===== src/hw/adc_mon_consts.svh =====
`ifndef ADC_MON_CONSTS_SVH
`define ADC_MON_CONSTS_SVH

// ----------------------------------------
// Register indices (byte address is 4x)
// ----------------------------------------
`define IDX_RES_LO 8'h78
`define IDX_RES_HI 8'h79
`define IDX_CTRL_A 8'h7a
`define IDX_CTRL_B 8'h7b
`define IDX_IN_SEL 8'h7c
`define IDX_CTRL_C 8'h7d
`define IDX_PIN_OFF0 8'h7e
`define IDX_PIN_OFF1 8'h7f
`define IDX_OFS0 8'ha3
`define IDX_OFS1 8'ha4
`define IDX_LOW_LO 8'ha5
`define IDX_LOW_HI 8'ha6
`define IDX_HIGH_LO 8'haa
`define IDX_HIGH_HI 8'hab
`define IDX_MON_SC 8'hac
`define IDX_CTRL_D 8'had
`define IDX_DIFF_AMP 8'hdc

// ----------------------------------------
// Reset values
// ----------------------------------------
`define RST_CTRL_A 8'h05
`define RST_CTRL_C 8'h01
`define RST_MON_SC 8'h01
`define RST_ZERO 8'h00

// ----------------------------------------
// Field positions
// ----------------------------------------
`define A_EN 7
`define A_START 6
`define A_ATE 5
`define A_FLAG 4
`define C_COMP 7
`define C_POL 5
`define C_MON 4
`define IS_LEFT 5
`define MS_KIND 4

// ----------------------------------------
// Timing and range constants
// ----------------------------------------
`define CONV_TICKS 4'he
`define TAP_FOUR_FIFTHS 5'h0c
`define TAP_ONE_FIFTH 5'h0d
`define RES_MAX 12'hfff
`define COMP_SPLIT 12'h800
`define DIV_SRC_FIRST 3'h1
`define DIV_SRC_LAST 3'h6

`endif


===== src/hw/adc_mon_pkg.sv =====
package adc_mon_pkg;

  // Controls presented to the analog core, divider and multiplexer
  typedef struct packed {
    logic conv_on;
    logic sample;
    logic busy;
    logic polarity_swap;
    logic [4:0] channel;
    logic [1:0] ref_sel;
    logic div_on;
    logic [2:0] divider_source;
    logic [1:0] tap_sel;
  } ana_ctrl_t;

  typedef enum logic {
    ST_IDLE,
    ST_CONV
  } conv_state_t;

endpackage


===== src/hw/adc_monitor_offset_control.sv =====
`timescale 1ns/1ps
`include "adc_mon_consts.svh"
// Operation
// - Range event raised only after filter_count consecutive out-of-range results, all but the last of one kind
// - Setting monitor_enable aborts conversion, idles sequencer, then starts auto conversions
// - Sixteen-bit underflow limit held in low and high bytes
// - Sixteen-bit overflow limit held in low and high bytes
// - Clearing monitor_enable stops monitoring at any time
// - Divider input selected from inputs 0,1,4,5, reference pin or supply
// - Divider four-fifths and one-fifth taps appear as channels 12 and 13
// - Polarity bit reverses comparator input polarity
// - Offsets and their arithmetic are signed two's complement
// - With compensation on, results adjusted by offsets before data registers
// - Right alignment: bits 7..0 low byte, bits 11..8 high byte low nibble
// - Left alignment: bits 11..4 high byte, bits 3..0 low byte upper nibble
// - Converter enabled only while conv_enable is one
// - Start begins one conversion, or the first of a continuous run
// - Monitor status and control C reset to 0x01, control A to 0x05, others 0x00
// - Range event after filter_count out-of-range results sets interrupt flag and stops monitoring at once
// - Status bit records overflow versus underflow of latest event
// - Conversion takes 15 converter clocks until result and flag
module adc_monitor_offset_control #(
  parameter int AW = 10
) (
  input wire logic clk_i,
  input wire logic rst_i,
  input wire logic [AW-1:0] adr_i,
  input wire logic [31:0] dat_i,
  output logic [31:0] dat_o,
  input wire logic we_i,
  input wire logic [3:0] sel_i,
  input wire logic cyc_i,
  input wire logic stb_i,
  output logic ack_o,
  input wire logic [11:0] raw_result_i,
  input wire logic [7:0] trig_i,
  output adc_mon_pkg::ana_ctrl_t ana_o
);

  // ----------------------------------------
  // Registers
  // ----------------------------------------
  logic ack_q;
  logic [7:0] rd_q;
  logic [7:0] res_lo_q, res_hi_q, ctrl_a_q, ctrl_b_q, in_sel_q, ctrl_c_q;
  logic [7:0] pin_off0_q, pin_off1_q, ofs0_q, ofs1_q, mon_sc_q, ctrl_d_q, diff_amp_q;
  logic [15:0] low_limit_q, high_limit_q;
  adc_mon_pkg::conv_state_t state_q;
  logic [3:0] cnt_q;
  logic [6:0] pre_q;
  logic start_pend_q, cont_run_q, trig_prev_q;
  logic [4:0] chan_q;
  logic [1:0] ref_q;
  logic pol_q;
  logic [3:0] agree_q;
  logic last_kind_q;

  // ----------------------------------------
  // Bus decode
  // ----------------------------------------
  logic [7:0] idx;
  logic acc, wr, rd_pend;
  logic [7:0] wd;
  assign idx = adr_i[9:2];
  assign acc = cyc_i & stb_i;
  assign wr = acc & ack_q & we_i & sel_i[0];
  assign rd_pend = acc & ~ack_q;
  assign wd = dat_i[7:0];
  assign ack_o = ack_q;
  assign dat_o = {24'h000000, rd_q};

  // Ack one cycle after request, dropped the cycle after
  always_ff @(posedge clk_i) begin
    if (rst_i) begin
      ack_q <= 1'b0;
    end else begin
      ack_q <= acc & ~ack_q;
    end
  end

  // ----------------------------------------
  // Conversion timing
  // ----------------------------------------
  logic en, tick, ate, done, begin_conv, mon_en, mon_set, trig_edge, trig_sel;
  logic [6:0] pre_top;
  assign en = ctrl_a_q[`A_EN];
  assign ate = ctrl_a_q[`A_ATE];
  assign mon_en = ctrl_c_q[`C_MON];
  assign mon_set = wr & (idx == `IDX_CTRL_C) & wd[`C_MON] & ~mon_en;
  assign pre_top = (ctrl_a_q[2:0] == 3'h0) ? 7'h01 : 7'((8'h01 << ctrl_a_q[2:0]) - 8'h01);
  assign tick = en & (pre_q == pre_top);
  assign trig_sel = trig_i[ctrl_b_q[2:0]];
  assign trig_edge = ate & (ctrl_b_q[2:0] != 3'h0) & trig_sel & ~trig_prev_q;
  assign done = (state_q == adc_mon_pkg::ST_CONV) & tick & (cnt_q == `CONV_TICKS);
  assign begin_conv = (state_q == adc_mon_pkg::ST_IDLE) & tick & ~mon_set
    & (start_pend_q | mon_en | cont_run_q);

  // Prescaler runs only while the converter is on
  always_ff @(posedge clk_i) begin
    if (rst_i || !en || tick) begin
      pre_q <= 7'h00;
    end else begin
      pre_q <= pre_q + 7'h01;
    end
  end

  // Trigger source history for edge detection
  always_ff @(posedge clk_i) begin
    if (rst_i) begin
      trig_prev_q <= 1'b0;
    end else begin
      trig_prev_q <= trig_sel;
    end
  end

  // Sequencer: idle, then 15 converter clocks
  always_ff @(posedge clk_i) begin
    if (rst_i || !en || mon_set) begin
      state_q <= adc_mon_pkg::ST_IDLE;
      cnt_q <= 4'h0;
    end else begin
      case (state_q)
        adc_mon_pkg::ST_IDLE: begin
          if (begin_conv) begin
            state_q <= adc_mon_pkg::ST_CONV;
            cnt_q <= 4'h0;
          end
        end
        adc_mon_pkg::ST_CONV: begin
          if (done) begin
            state_q <= adc_mon_pkg::ST_IDLE;
          end else if (tick) begin
            cnt_q <= cnt_q + 4'h1;
          end
        end
        default: begin
          state_q <= adc_mon_pkg::ST_IDLE;
        end
      endcase
    end
  end

  // Pending start; enable and start may come in the same write
  always_ff @(posedge clk_i) begin
    if (rst_i || mon_set || begin_conv) begin
      start_pend_q <= 1'b0;
    end else if (wr && idx == `IDX_CTRL_A && wd[`A_START] && wd[`A_EN]) begin
      start_pend_q <= 1'b1;
    end else if (!en) begin
      start_pend_q <= 1'b0;
    end else if (trig_edge && state_q == adc_mon_pkg::ST_IDLE) begin
      start_pend_q <= 1'b1;
    end
  end

  // Continuous mode repeats after the first conversion
  always_ff @(posedge clk_i) begin
    if (rst_i || !en || !ate || ctrl_b_q[2:0] != 3'h0) begin
      cont_run_q <= 1'b0;
    end else if (done) begin
      cont_run_q <= 1'b1;
    end
  end

  // Channel, reference and polarity held through a conversion
  always_ff @(posedge clk_i) begin
    if (rst_i) begin
      chan_q <= 5'h00;
      ref_q <= 2'h0;
      pol_q <= 1'b0;
    end else if (state_q == adc_mon_pkg::ST_IDLE) begin
      chan_q <= in_sel_q[4:0];
      ref_q <= in_sel_q[7:6];
      pol_q <= ctrl_c_q[`C_POL];
    end
  end

  // ----------------------------------------
  // Offset compensation
  // ----------------------------------------
  logic signed [13:0] sum;
  logic [7:0] ofs_sel;
  logic [11:0] comp;
  assign ofs_sel = (raw_result_i >= `COMP_SPLIT) ? ofs0_q : ofs1_q;
  assign sum = $signed({2'b00, raw_result_i}) + 14'($signed(ofs_sel));
  always_comb begin
    if (!ctrl_c_q[`C_COMP]) begin
      comp = raw_result_i;
    end else if (sum < 14'sd0) begin
      comp = 12'h000;
    end else if (sum > $signed({2'b00, `RES_MAX})) begin
      comp = `RES_MAX;
    end else begin
      comp = sum[11:0];
    end
  end

  // ----------------------------------------
  // Monitor comparison and filter
  // ----------------------------------------
  logic over, under, hit, kind, fire;
  logic [3:0] need;
  assign over = {4'h0, comp} > high_limit_q;
  assign under = {4'h0, comp} < low_limit_q;
  assign hit = over | under;
  assign kind = over;
  assign need = (mon_sc_q[3:0] == 4'h0) ? 4'h1 : mon_sc_q[3:0];
  assign fire = done & mon_en & hit & (((agree_q + 4'h1) >= need) | (need == 4'h1));

  // Consecutive agreement counter
  always_ff @(posedge clk_i) begin
    if (rst_i || mon_set || !mon_en) begin
      agree_q <= 4'h0;
      last_kind_q <= 1'b0;
    end else if (done) begin
      if (!hit || fire) begin
        agree_q <= 4'h0;
      end else if (agree_q == 4'h0 || kind == last_kind_q) begin
        agree_q <= agree_q + 4'h1;
      end else begin
        agree_q <= 4'h1;
      end
      last_kind_q <= kind;
    end
  end

  // ----------------------------------------
  // Software registers
  // ----------------------------------------
  // Control A: enable, start, auto-trigger, flag, prescale
  always_ff @(posedge clk_i) begin
    if (rst_i) begin
      ctrl_a_q <= `RST_CTRL_A;
    end else begin
      if (wr && idx == `IDX_CTRL_A) begin
        ctrl_a_q[7] <= wd[7];
        ctrl_a_q[5] <= wd[5];
        ctrl_a_q[3:0] <= wd[3:0];
      end
      ctrl_a_q[`A_START] <= 1'b0;
      if (done) begin
        ctrl_a_q[`A_FLAG] <= 1'b1;
      end else if (wr && idx == `IDX_CTRL_A && wd[`A_FLAG]) begin
        ctrl_a_q[`A_FLAG] <= 1'b0;
      end
    end
  end

  // Control C: compensation, polarity, monitor enable
  always_ff @(posedge clk_i) begin
    if (rst_i) begin
      ctrl_c_q <= `RST_CTRL_C;
    end else begin
      if (wr && idx == `IDX_CTRL_C) begin
        ctrl_c_q <= wd & 8'hb7;
      end
      if (fire) begin
        ctrl_c_q[`C_MON] <= 1'b0;
      end
    end
  end

  // Monitor status and control: filter count and event kind
  always_ff @(posedge clk_i) begin
    if (rst_i) begin
      mon_sc_q <= `RST_MON_SC;
    end else begin
      if (wr && idx == `IDX_MON_SC) begin
        mon_sc_q[3:0] <= wd[3:0];
      end
      if (fire) begin
        mon_sc_q[`MS_KIND] <= kind;
      end
    end
  end

  // Plain storage registers
  always_ff @(posedge clk_i) begin
    if (rst_i) begin
      ctrl_b_q <= `RST_ZERO;
      in_sel_q <= `RST_ZERO;
      pin_off0_q <= `RST_ZERO;
      pin_off1_q <= `RST_ZERO;
      ofs0_q <= `RST_ZERO;
      ofs1_q <= `RST_ZERO;
      ctrl_d_q <= `RST_ZERO;
      diff_amp_q <= `RST_ZERO;
      low_limit_q <= 16'h0000;
      high_limit_q <= 16'h0000;
    end else if (wr) begin
      case (idx)
        `IDX_CTRL_B: ctrl_b_q <= wd;
        `IDX_IN_SEL: in_sel_q <= wd;
        `IDX_PIN_OFF0: pin_off0_q <= wd;
        `IDX_PIN_OFF1: pin_off1_q <= wd;
        `IDX_OFS0: ofs0_q <= wd;
        `IDX_OFS1: ofs1_q <= wd;
        `IDX_LOW_LO: low_limit_q[7:0] <= wd;
        `IDX_LOW_HI: low_limit_q[15:8] <= wd;
        `IDX_HIGH_LO: high_limit_q[7:0] <= wd;
        `IDX_HIGH_HI: high_limit_q[15:8] <= wd;
        `IDX_CTRL_D: ctrl_d_q <= wd & 8'hf7;
        `IDX_DIFF_AMP: diff_amp_q <= wd;
        default: begin
        end
      endcase
    end
  end

  // Result bytes, aligned at completion
  always_ff @(posedge clk_i) begin
    if (rst_i) begin
      res_lo_q <= `RST_ZERO;
      res_hi_q <= `RST_ZERO;
    end else if (done) begin
      if (in_sel_q[`IS_LEFT]) begin
        res_hi_q <= comp[11:4];
        res_lo_q <= {comp[3:0], 4'h0};
      end else begin
        res_lo_q <= comp[7:0];
        res_hi_q <= {4'h0, comp[11:8]};
      end
    end
  end

  // Read data captured in the cycle before ack
  always_ff @(posedge clk_i) begin
    if (rst_i) begin
      rd_q <= `RST_ZERO;
    end else if (rd_pend) begin
      case (idx)
        `IDX_RES_LO: rd_q <= res_lo_q;
        `IDX_RES_HI: rd_q <= res_hi_q;
        `IDX_CTRL_A: rd_q <= ctrl_a_q | {1'b0, start_pend_q | (state_q == adc_mon_pkg::ST_CONV), 6'h00};
        `IDX_CTRL_B: rd_q <= ctrl_b_q;
        `IDX_IN_SEL: rd_q <= in_sel_q;
        `IDX_CTRL_C: rd_q <= ctrl_c_q;
        `IDX_PIN_OFF0: rd_q <= pin_off0_q;
        `IDX_PIN_OFF1: rd_q <= pin_off1_q;
        `IDX_OFS0: rd_q <= ofs0_q;
        `IDX_OFS1: rd_q <= ofs1_q;
        `IDX_LOW_LO: rd_q <= low_limit_q[7:0];
        `IDX_LOW_HI: rd_q <= low_limit_q[15:8];
        `IDX_HIGH_LO: rd_q <= high_limit_q[7:0];
        `IDX_HIGH_HI: rd_q <= high_limit_q[15:8];
        `IDX_MON_SC: rd_q <= mon_sc_q;
        `IDX_CTRL_D: rd_q <= ctrl_d_q;
        `IDX_DIFF_AMP: rd_q <= diff_amp_q;
        default: rd_q <= `RST_ZERO;
      endcase
    end
  end

  // ----------------------------------------
  // Analog side controls
  // ----------------------------------------
  logic div_ok;
  assign div_ok = (ctrl_d_q[2:0] >= `DIV_SRC_FIRST) && (ctrl_d_q[2:0] <= `DIV_SRC_LAST);
  always_comb begin
    ana_o.conv_on = en;
    ana_o.sample = begin_conv;
    ana_o.busy = (state_q == adc_mon_pkg::ST_CONV);
    ana_o.polarity_swap = pol_q;
    ana_o.channel = chan_q;
    ana_o.ref_sel = ref_q;
    ana_o.div_on = div_ok;
    ana_o.divider_source = div_ok ? ctrl_d_q[2:0] : 3'h0;
    ana_o.tap_sel = {chan_q == `TAP_ONE_FIFTH, chan_q == `TAP_FOUR_FIFTHS};
  end

  // ----------------------------------------
  // Checks
  // ----------------------------------------
  AST_CONV_LENGTH: assert property (@(posedge clk_i) disable iff (rst_i)
    done |=> ctrl_a_q[`A_FLAG] && state_q == adc_mon_pkg::ST_IDLE && $past(cnt_q) == 4'he)
    else $error("conversion length wrong");
  AST_MON_STOP: assert property (@(posedge clk_i) disable iff (rst_i)
    (done && mon_en && hit && need == 4'h1) |=> !ctrl_c_q[`C_MON] && ctrl_a_q[`A_FLAG])
    else $error("monitor did not stop on event");
  AST_FILTER_WAIT: assert property (@(posedge clk_i) disable iff (rst_i)
    (done && mon_en && hit && need > 4'h1 && agree_q == 4'h0 && !mon_set
      && !(wr && idx == `IDX_CTRL_C)) |=> ctrl_c_q[`C_MON])
    else $error("event raised before filter count");
  AST_MON_ABORT: assert property (@(posedge clk_i) disable iff (rst_i)
    mon_set |=> state_q == adc_mon_pkg::ST_IDLE && !start_pend_q)
    else $error("monitor enable did not abort");
  AST_EN_OFF: assert property (@(posedge clk_i) disable iff (rst_i)
    !en |=> state_q == adc_mon_pkg::ST_IDLE && pre_q == 7'h00)
    else $error("converter ran while disabled");
  AST_RIGHT_ALIGN: assert property (@(posedge clk_i) disable iff (rst_i)
    (done && !in_sel_q[`IS_LEFT]) |=> res_hi_q[7:4] == 4'h0 && {res_hi_q[3:0], res_lo_q} == $past(comp))
    else $error("right alignment wrong");
  AST_LEFT_ALIGN: assert property (@(posedge clk_i) disable iff (rst_i)
    (done && in_sel_q[`IS_LEFT]) |=> res_lo_q[3:0] == 4'h0 && {res_hi_q, res_lo_q[7:4]} == $past(comp))
    else $error("left alignment wrong");
  AST_SATURATE: assert property (@(posedge clk_i) disable iff (rst_i)
    (ctrl_c_q[`C_COMP] && sum < 14'sd0) |-> comp == 12'h000)
    else $error("compensation wrapped below zero");
  AST_LOW_LIMIT: assert property (@(posedge clk_i) disable iff (rst_i)
    (wr && idx == `IDX_LOW_LO) |=> low_limit_q[7:0] == $past(wd))
    else $error("low limit not written");
  AST_START: assert property (@(posedge clk_i) disable iff (rst_i)
    (wr && idx == `IDX_CTRL_A && wd[`A_START] && wd[`A_EN] && en && !mon_en
      && state_q == adc_mon_pkg::ST_IDLE) |-> ##[1:260] ana_o.busy)
    else $error("start did not begin conversion");
  AST_KIND: assert property (@(posedge clk_i) disable iff (rst_i)
    fire |=> mon_sc_q[`MS_KIND] == $past(over))
    else $error("event kind not recorded");

endmodule


===== config.mk =====
export PLATFORM = sky130hd
export DESIGN_NAME = adc_monitor_offset_control
export DESIGN_NICKNAME = d
export VERILOG_FILES = /design/src/hw/adc_mon_pkg.sv /design/src/hw/adc_monitor_offset_control.sv
export VERILOG_INCLUDE_DIRS = /design/src /design/src/hw
export SDC_FILE = /design/constraint.sdc
export NUM_CORES = 1
export LEC_CHECK = 0
export BUFFER_PORTS_ARGS = -buffer_cell sky130_fd_sc_hd__buf_4
export CAP_MARGIN = 25
export CELL_PAD_IN_SITES_DETAIL_PLACEMENT = 1
export CELL_PAD_IN_SITES_GLOBAL_PLACEMENT = 1
export CORE_MARGIN = 2
export CORE_UTILIZATION = 45
export CTS_BUF_LIST = sky130_fd_sc_hd__clkbuf_2 sky130_fd_sc_hd__clkbuf_4 sky130_fd_sc_hd__clkbuf_8
export DETAILED_ROUTE_END_ITERATION = 10
export PLACE_DENSITY_LB_ADDON = 0.1
export SYNTH_ARGS = -nofsm -noshare
export SYNTH_HDL_FRONTEND = slang
export SYNTH_SLANG_ARGS = --single-unit
export TNS_END_PERCENT = 100

===== constraint.sdc =====
create_clock -name clk_i -period 5.7 [get_ports clk_i]
set_input_delay 0.57 -clock clk_i [delete_from_list [all_inputs] [get_ports clk_i]]
set_output_delay 0.57 -clock clk_i [all_outputs]
set_load 0.1 [all_outputs]

==> results.toml <==
[power]
peakVddDrop_v = 0.000135
powerDensity_mw_per_mm2 = 225
p_leak_nw = 3.77

[setup_path]
required_ps = 6110
path_class = "reg -> reg"
crit_path_end_kind = "flop"
rrSetupSlack_ps = 650
path_max_fanout = 11
slowest_delay_ps = 450
slowest_stage = "ha_1"
crit_arrival_ps = 5460
start_kind = "flop"
worstPathCellList = "mux2i_4 -> inv_2 -> ha_1 -> a21oi_2 -> o211ai_1 -> a21oi_1 -> o31ai_1 -> mux2i_1 -> buf_4 -> nor2_1 -> a2bb2oi_1 -> inv_1 -> ha_1 -> a21o_1 -> a21o_1 -> a21oi_1 -> o21ai_0 -> o21ai_0 -> o31ai_2 -> nand3_2 -> and4bb_1 -> o21ai_2 -> o21ai_2"

[sta]
hold_violations = 0
finalSetupViolCount = 0
rsz0062_at_grt = "no"
max_freq_ghz = 0.198
fin_crit_ps = 5050
fin_hold_ws_ps = 456
drv_slew = 0
setup_tns_ps = 0
relSlewSlack_pct = 30.6
fin_crit_sh_pct = 88.7
tightest_slew_ps = 1030
finClkSkew_ps = 14.2

[clocking]
htreeDepth = 4
cts_made_buffers = 17
cts_resized = 0
clk_latency_ps = 480
root_buffer = "clkbuf_8"
post-cts-setup-buffers = 0
cts_buffer_depth = 2
path_clk_slew_ps = 110
cts_hold_repair.buffers = 0
cts.sinks = 166
cts_tree = "done"

[grt]
grt_pass1_wl_mm = 49.6
grt_pass1_vias = 8748
antenna_found_initial = 0
grt_max_degree = 79
grt.overflow.total = 0
grt_usage_pct = 29.3

[job]
cap_violations = 0

[route]
post-route-drc-count = 0
wirelength_mm = 32.2
viasPerCell = 5.99
met1_length_mm = 14.3
met3_length_mm = 2.01
route.antenna.remaining_nets = 0
wl_met2_mm = 15.0
drt-initial-drc-count = 769
routedWlPerCell_um = 21.7
routed.top_layer = "met4"
via_count = 8892
drt_pre_antenna_iters = 5

[placed_design]
place_hpwl_mm = 23.8
io_buffers = 67
gp_congestion = 0.939

[logic_synthesis]
synth_flop_cell = "dfxtp_1"
ys_seq_elements = 166
synth_edf_count = 0
ys_seq_area_share_pct = 35.4
synth.avg_cell_area_um2 = 8.04
syn_area_mm2 = 0.00939
synth_cell_type_count = 82
synth_warnings = 0
synthArstFlopShare_pct = 0
syn_inst = 1167

[layout]
num_antenna_cells = 0
final_nets = 1320
layout-drive-gt1-share_pct = 13.8
ff_latch_area_mm2 = 0.00332
multi_input_area_mm2 = 0.00551
fillers = 2532
areaGrowthSynthToFinish_pct = 11.2

[floorplanning]
die_y_um = 148
start_util_pct = 46.1
die_w_um = 148
core_area_mm2 = 0.0204
die_area_mm2 = 0.0220
rows = 52
ioPinCount = 121

[worst_hold_path]
hold_class = "in -> reg"

[outcome]
outcome = "completed"
-- sequential cells by signal, indices dropped and copies added, names as in the netlist, 7 cells and up --
signal,count
ctrl_a_q,7
res_hi_q,8
in_sel_q,8
ofs0_q,8
ctrl_d_q,7
pin_off1_q,8
ofs1_q,8
res_lo_q,8
low_limit_q,16
diff_amp_q,8
pre_q,7
ctrl_b_q,8
high_limit_q,16
rd_q,8
pin_off0_q,8
-- layer usage --
layer,GRT usage (%),up-vias
met2,47.6,300
met1,39.9,4361
li1,-,4179
met3,4.48,52
met4,10.2,0
met5,0,-
-- cell usage in the layout (no fill, tap or decap), drive strengths merged, types with 8 or more instances in the layout --
cell type,n
a21o,14
o21ai,27
clkbuf,17
nor3,19
ha,46
nor2b,10
a222oi,9
conb,24
a22oi,17
a221oi,19
xnor2,9
a21oi,123
nand3,89
nor2,103
mux2i,50
nand2,161
mux2,10
dfxtp,166
nand2b,8
buf,89
nand4,11
inv,54
-- cell usage after synthesis (all sizes together) (6+ instances only) --
| library cell | n | area (um2) |
|---|---|---|
| dfxtp | 166 | 3320 |
| nand2 | 161 | 607 |
| a21oi | 123 | 623 |
| nor2 | 103 | 397 |
| nand3 | 89 | 450 |
| clkbuf | 57 | 214 |
| mux2i | 50 | 513 |
| inv | 47 | 176 |
| ha | 46 | 576 |
| buf | 39 | 263 |
| o21ai | 27 | 146 |
| a221oi | 19 | 173 |
| nor3 | 19 | 100 |
| a22oi | 17 | 128 |
| a21o | 14 | 106 |
| nand4 | 11 | 68.8 |
| mux2 | 10 | 113 |
| nor2b | 10 | 62.6 |
| a222oi | 9 | 90.1 |
| xnor2 | 9 | 78.8 |
| nand2b | 8 | 50.1 |
| a211o | 7 | 61.3 |
| and3 | 7 | 43.8 |
| o211ai | 7 | 52.6 |
| o21a | 7 | 52.6 |
| or2 | 7 | 43.8 |
| xor2 | 7 | 61.3 |
| and2 | 6 | 37.5 |
| o2bb2ai | 6 | 52.6 |
-- cell families (layout without fill, tap and decap cells) --
| family | count (synthesis) | after routing | share of synthesized area, % |
|---|---|---|---|
| AO/OA/AOI/OAI | 287 | 287 | 20.6 |
| XOR/XNOR | 16 | 16 | 1.49 |
| adder cells (fa/ha/maj) | 47 | 47 | 6.34 |
| buffers and inverters | 143 | 168 | 6.96 |
| flip-flops | 166 | 166 | 35.4 |
| multiplexers | 62 | 62 | 7.14 |
| other | 1 | 24 | 0.0399 |
| AND/OR/NAND/NOR | 445 | 445 | 22.0 |
-- final timing paths --
| check | start | end | cells after the start |
|---|---|---|---|
| max | ofs0_q[7] | agree_q[1] | 23 |
| min reg2reg | diff_amp_q[3] | diff_amp_q[3] | 2 |
| max reg2reg | ofs0_q[7] | agree_q[1] | 23 |
| min | dat_i[3] | high_limit_q[3] | 3 |
-- critical path: cells and delay by family, from the launching register on --
kind	cells	cell delay, ps
buf+inv	3	540
flops	1	390
compound gates	13	2340
simple gates	3	450
mux	2	480
fa+ha+maj	2	770
-- through the flow --
stage / cells / area, um2 / util, % / total power (W) / setup WS, ps
floorplan: 1190 / 9470 / - / 0.00139 / 933
global placement: 1453 / 10000 / 49.2 / 0.00146 / 329
finish: 1485 / 10400 / 51.2 / 0.00234 / 646
CTS: 1485 / 10400 / 51.2 / 0.00235 / 701
global route: 1485 / 10400 / 51.2 / 0.00241 / 254
detailed placement: 1453 / 10000 / 49.2 / 0.00146 / 234
-- report_power, final --
group	internal, W	total (W)	switching, W	leakage (nW)
registers	0.00116	0.00117	0.00000237	1.34
logic	0.0000642	0.000270	0.000205	2.22
clock network	0.000374	0.000908	0.000534	0.214
-- layout make-up --
type | instances | share of cell area (%)
Clock buffer | 17 | 2.24
Clock inverter | 15 | 1.77
Inverter | 47 | 1.69
Multi-Input combinational cell | 881 | 52.8
Sequential cell | 166 | 31.8
Tap cell | 270 | 3.24
Timing Repair Buffer | 89 | 6.40
No activity file was read; power rests on OpenSTA's default activity.
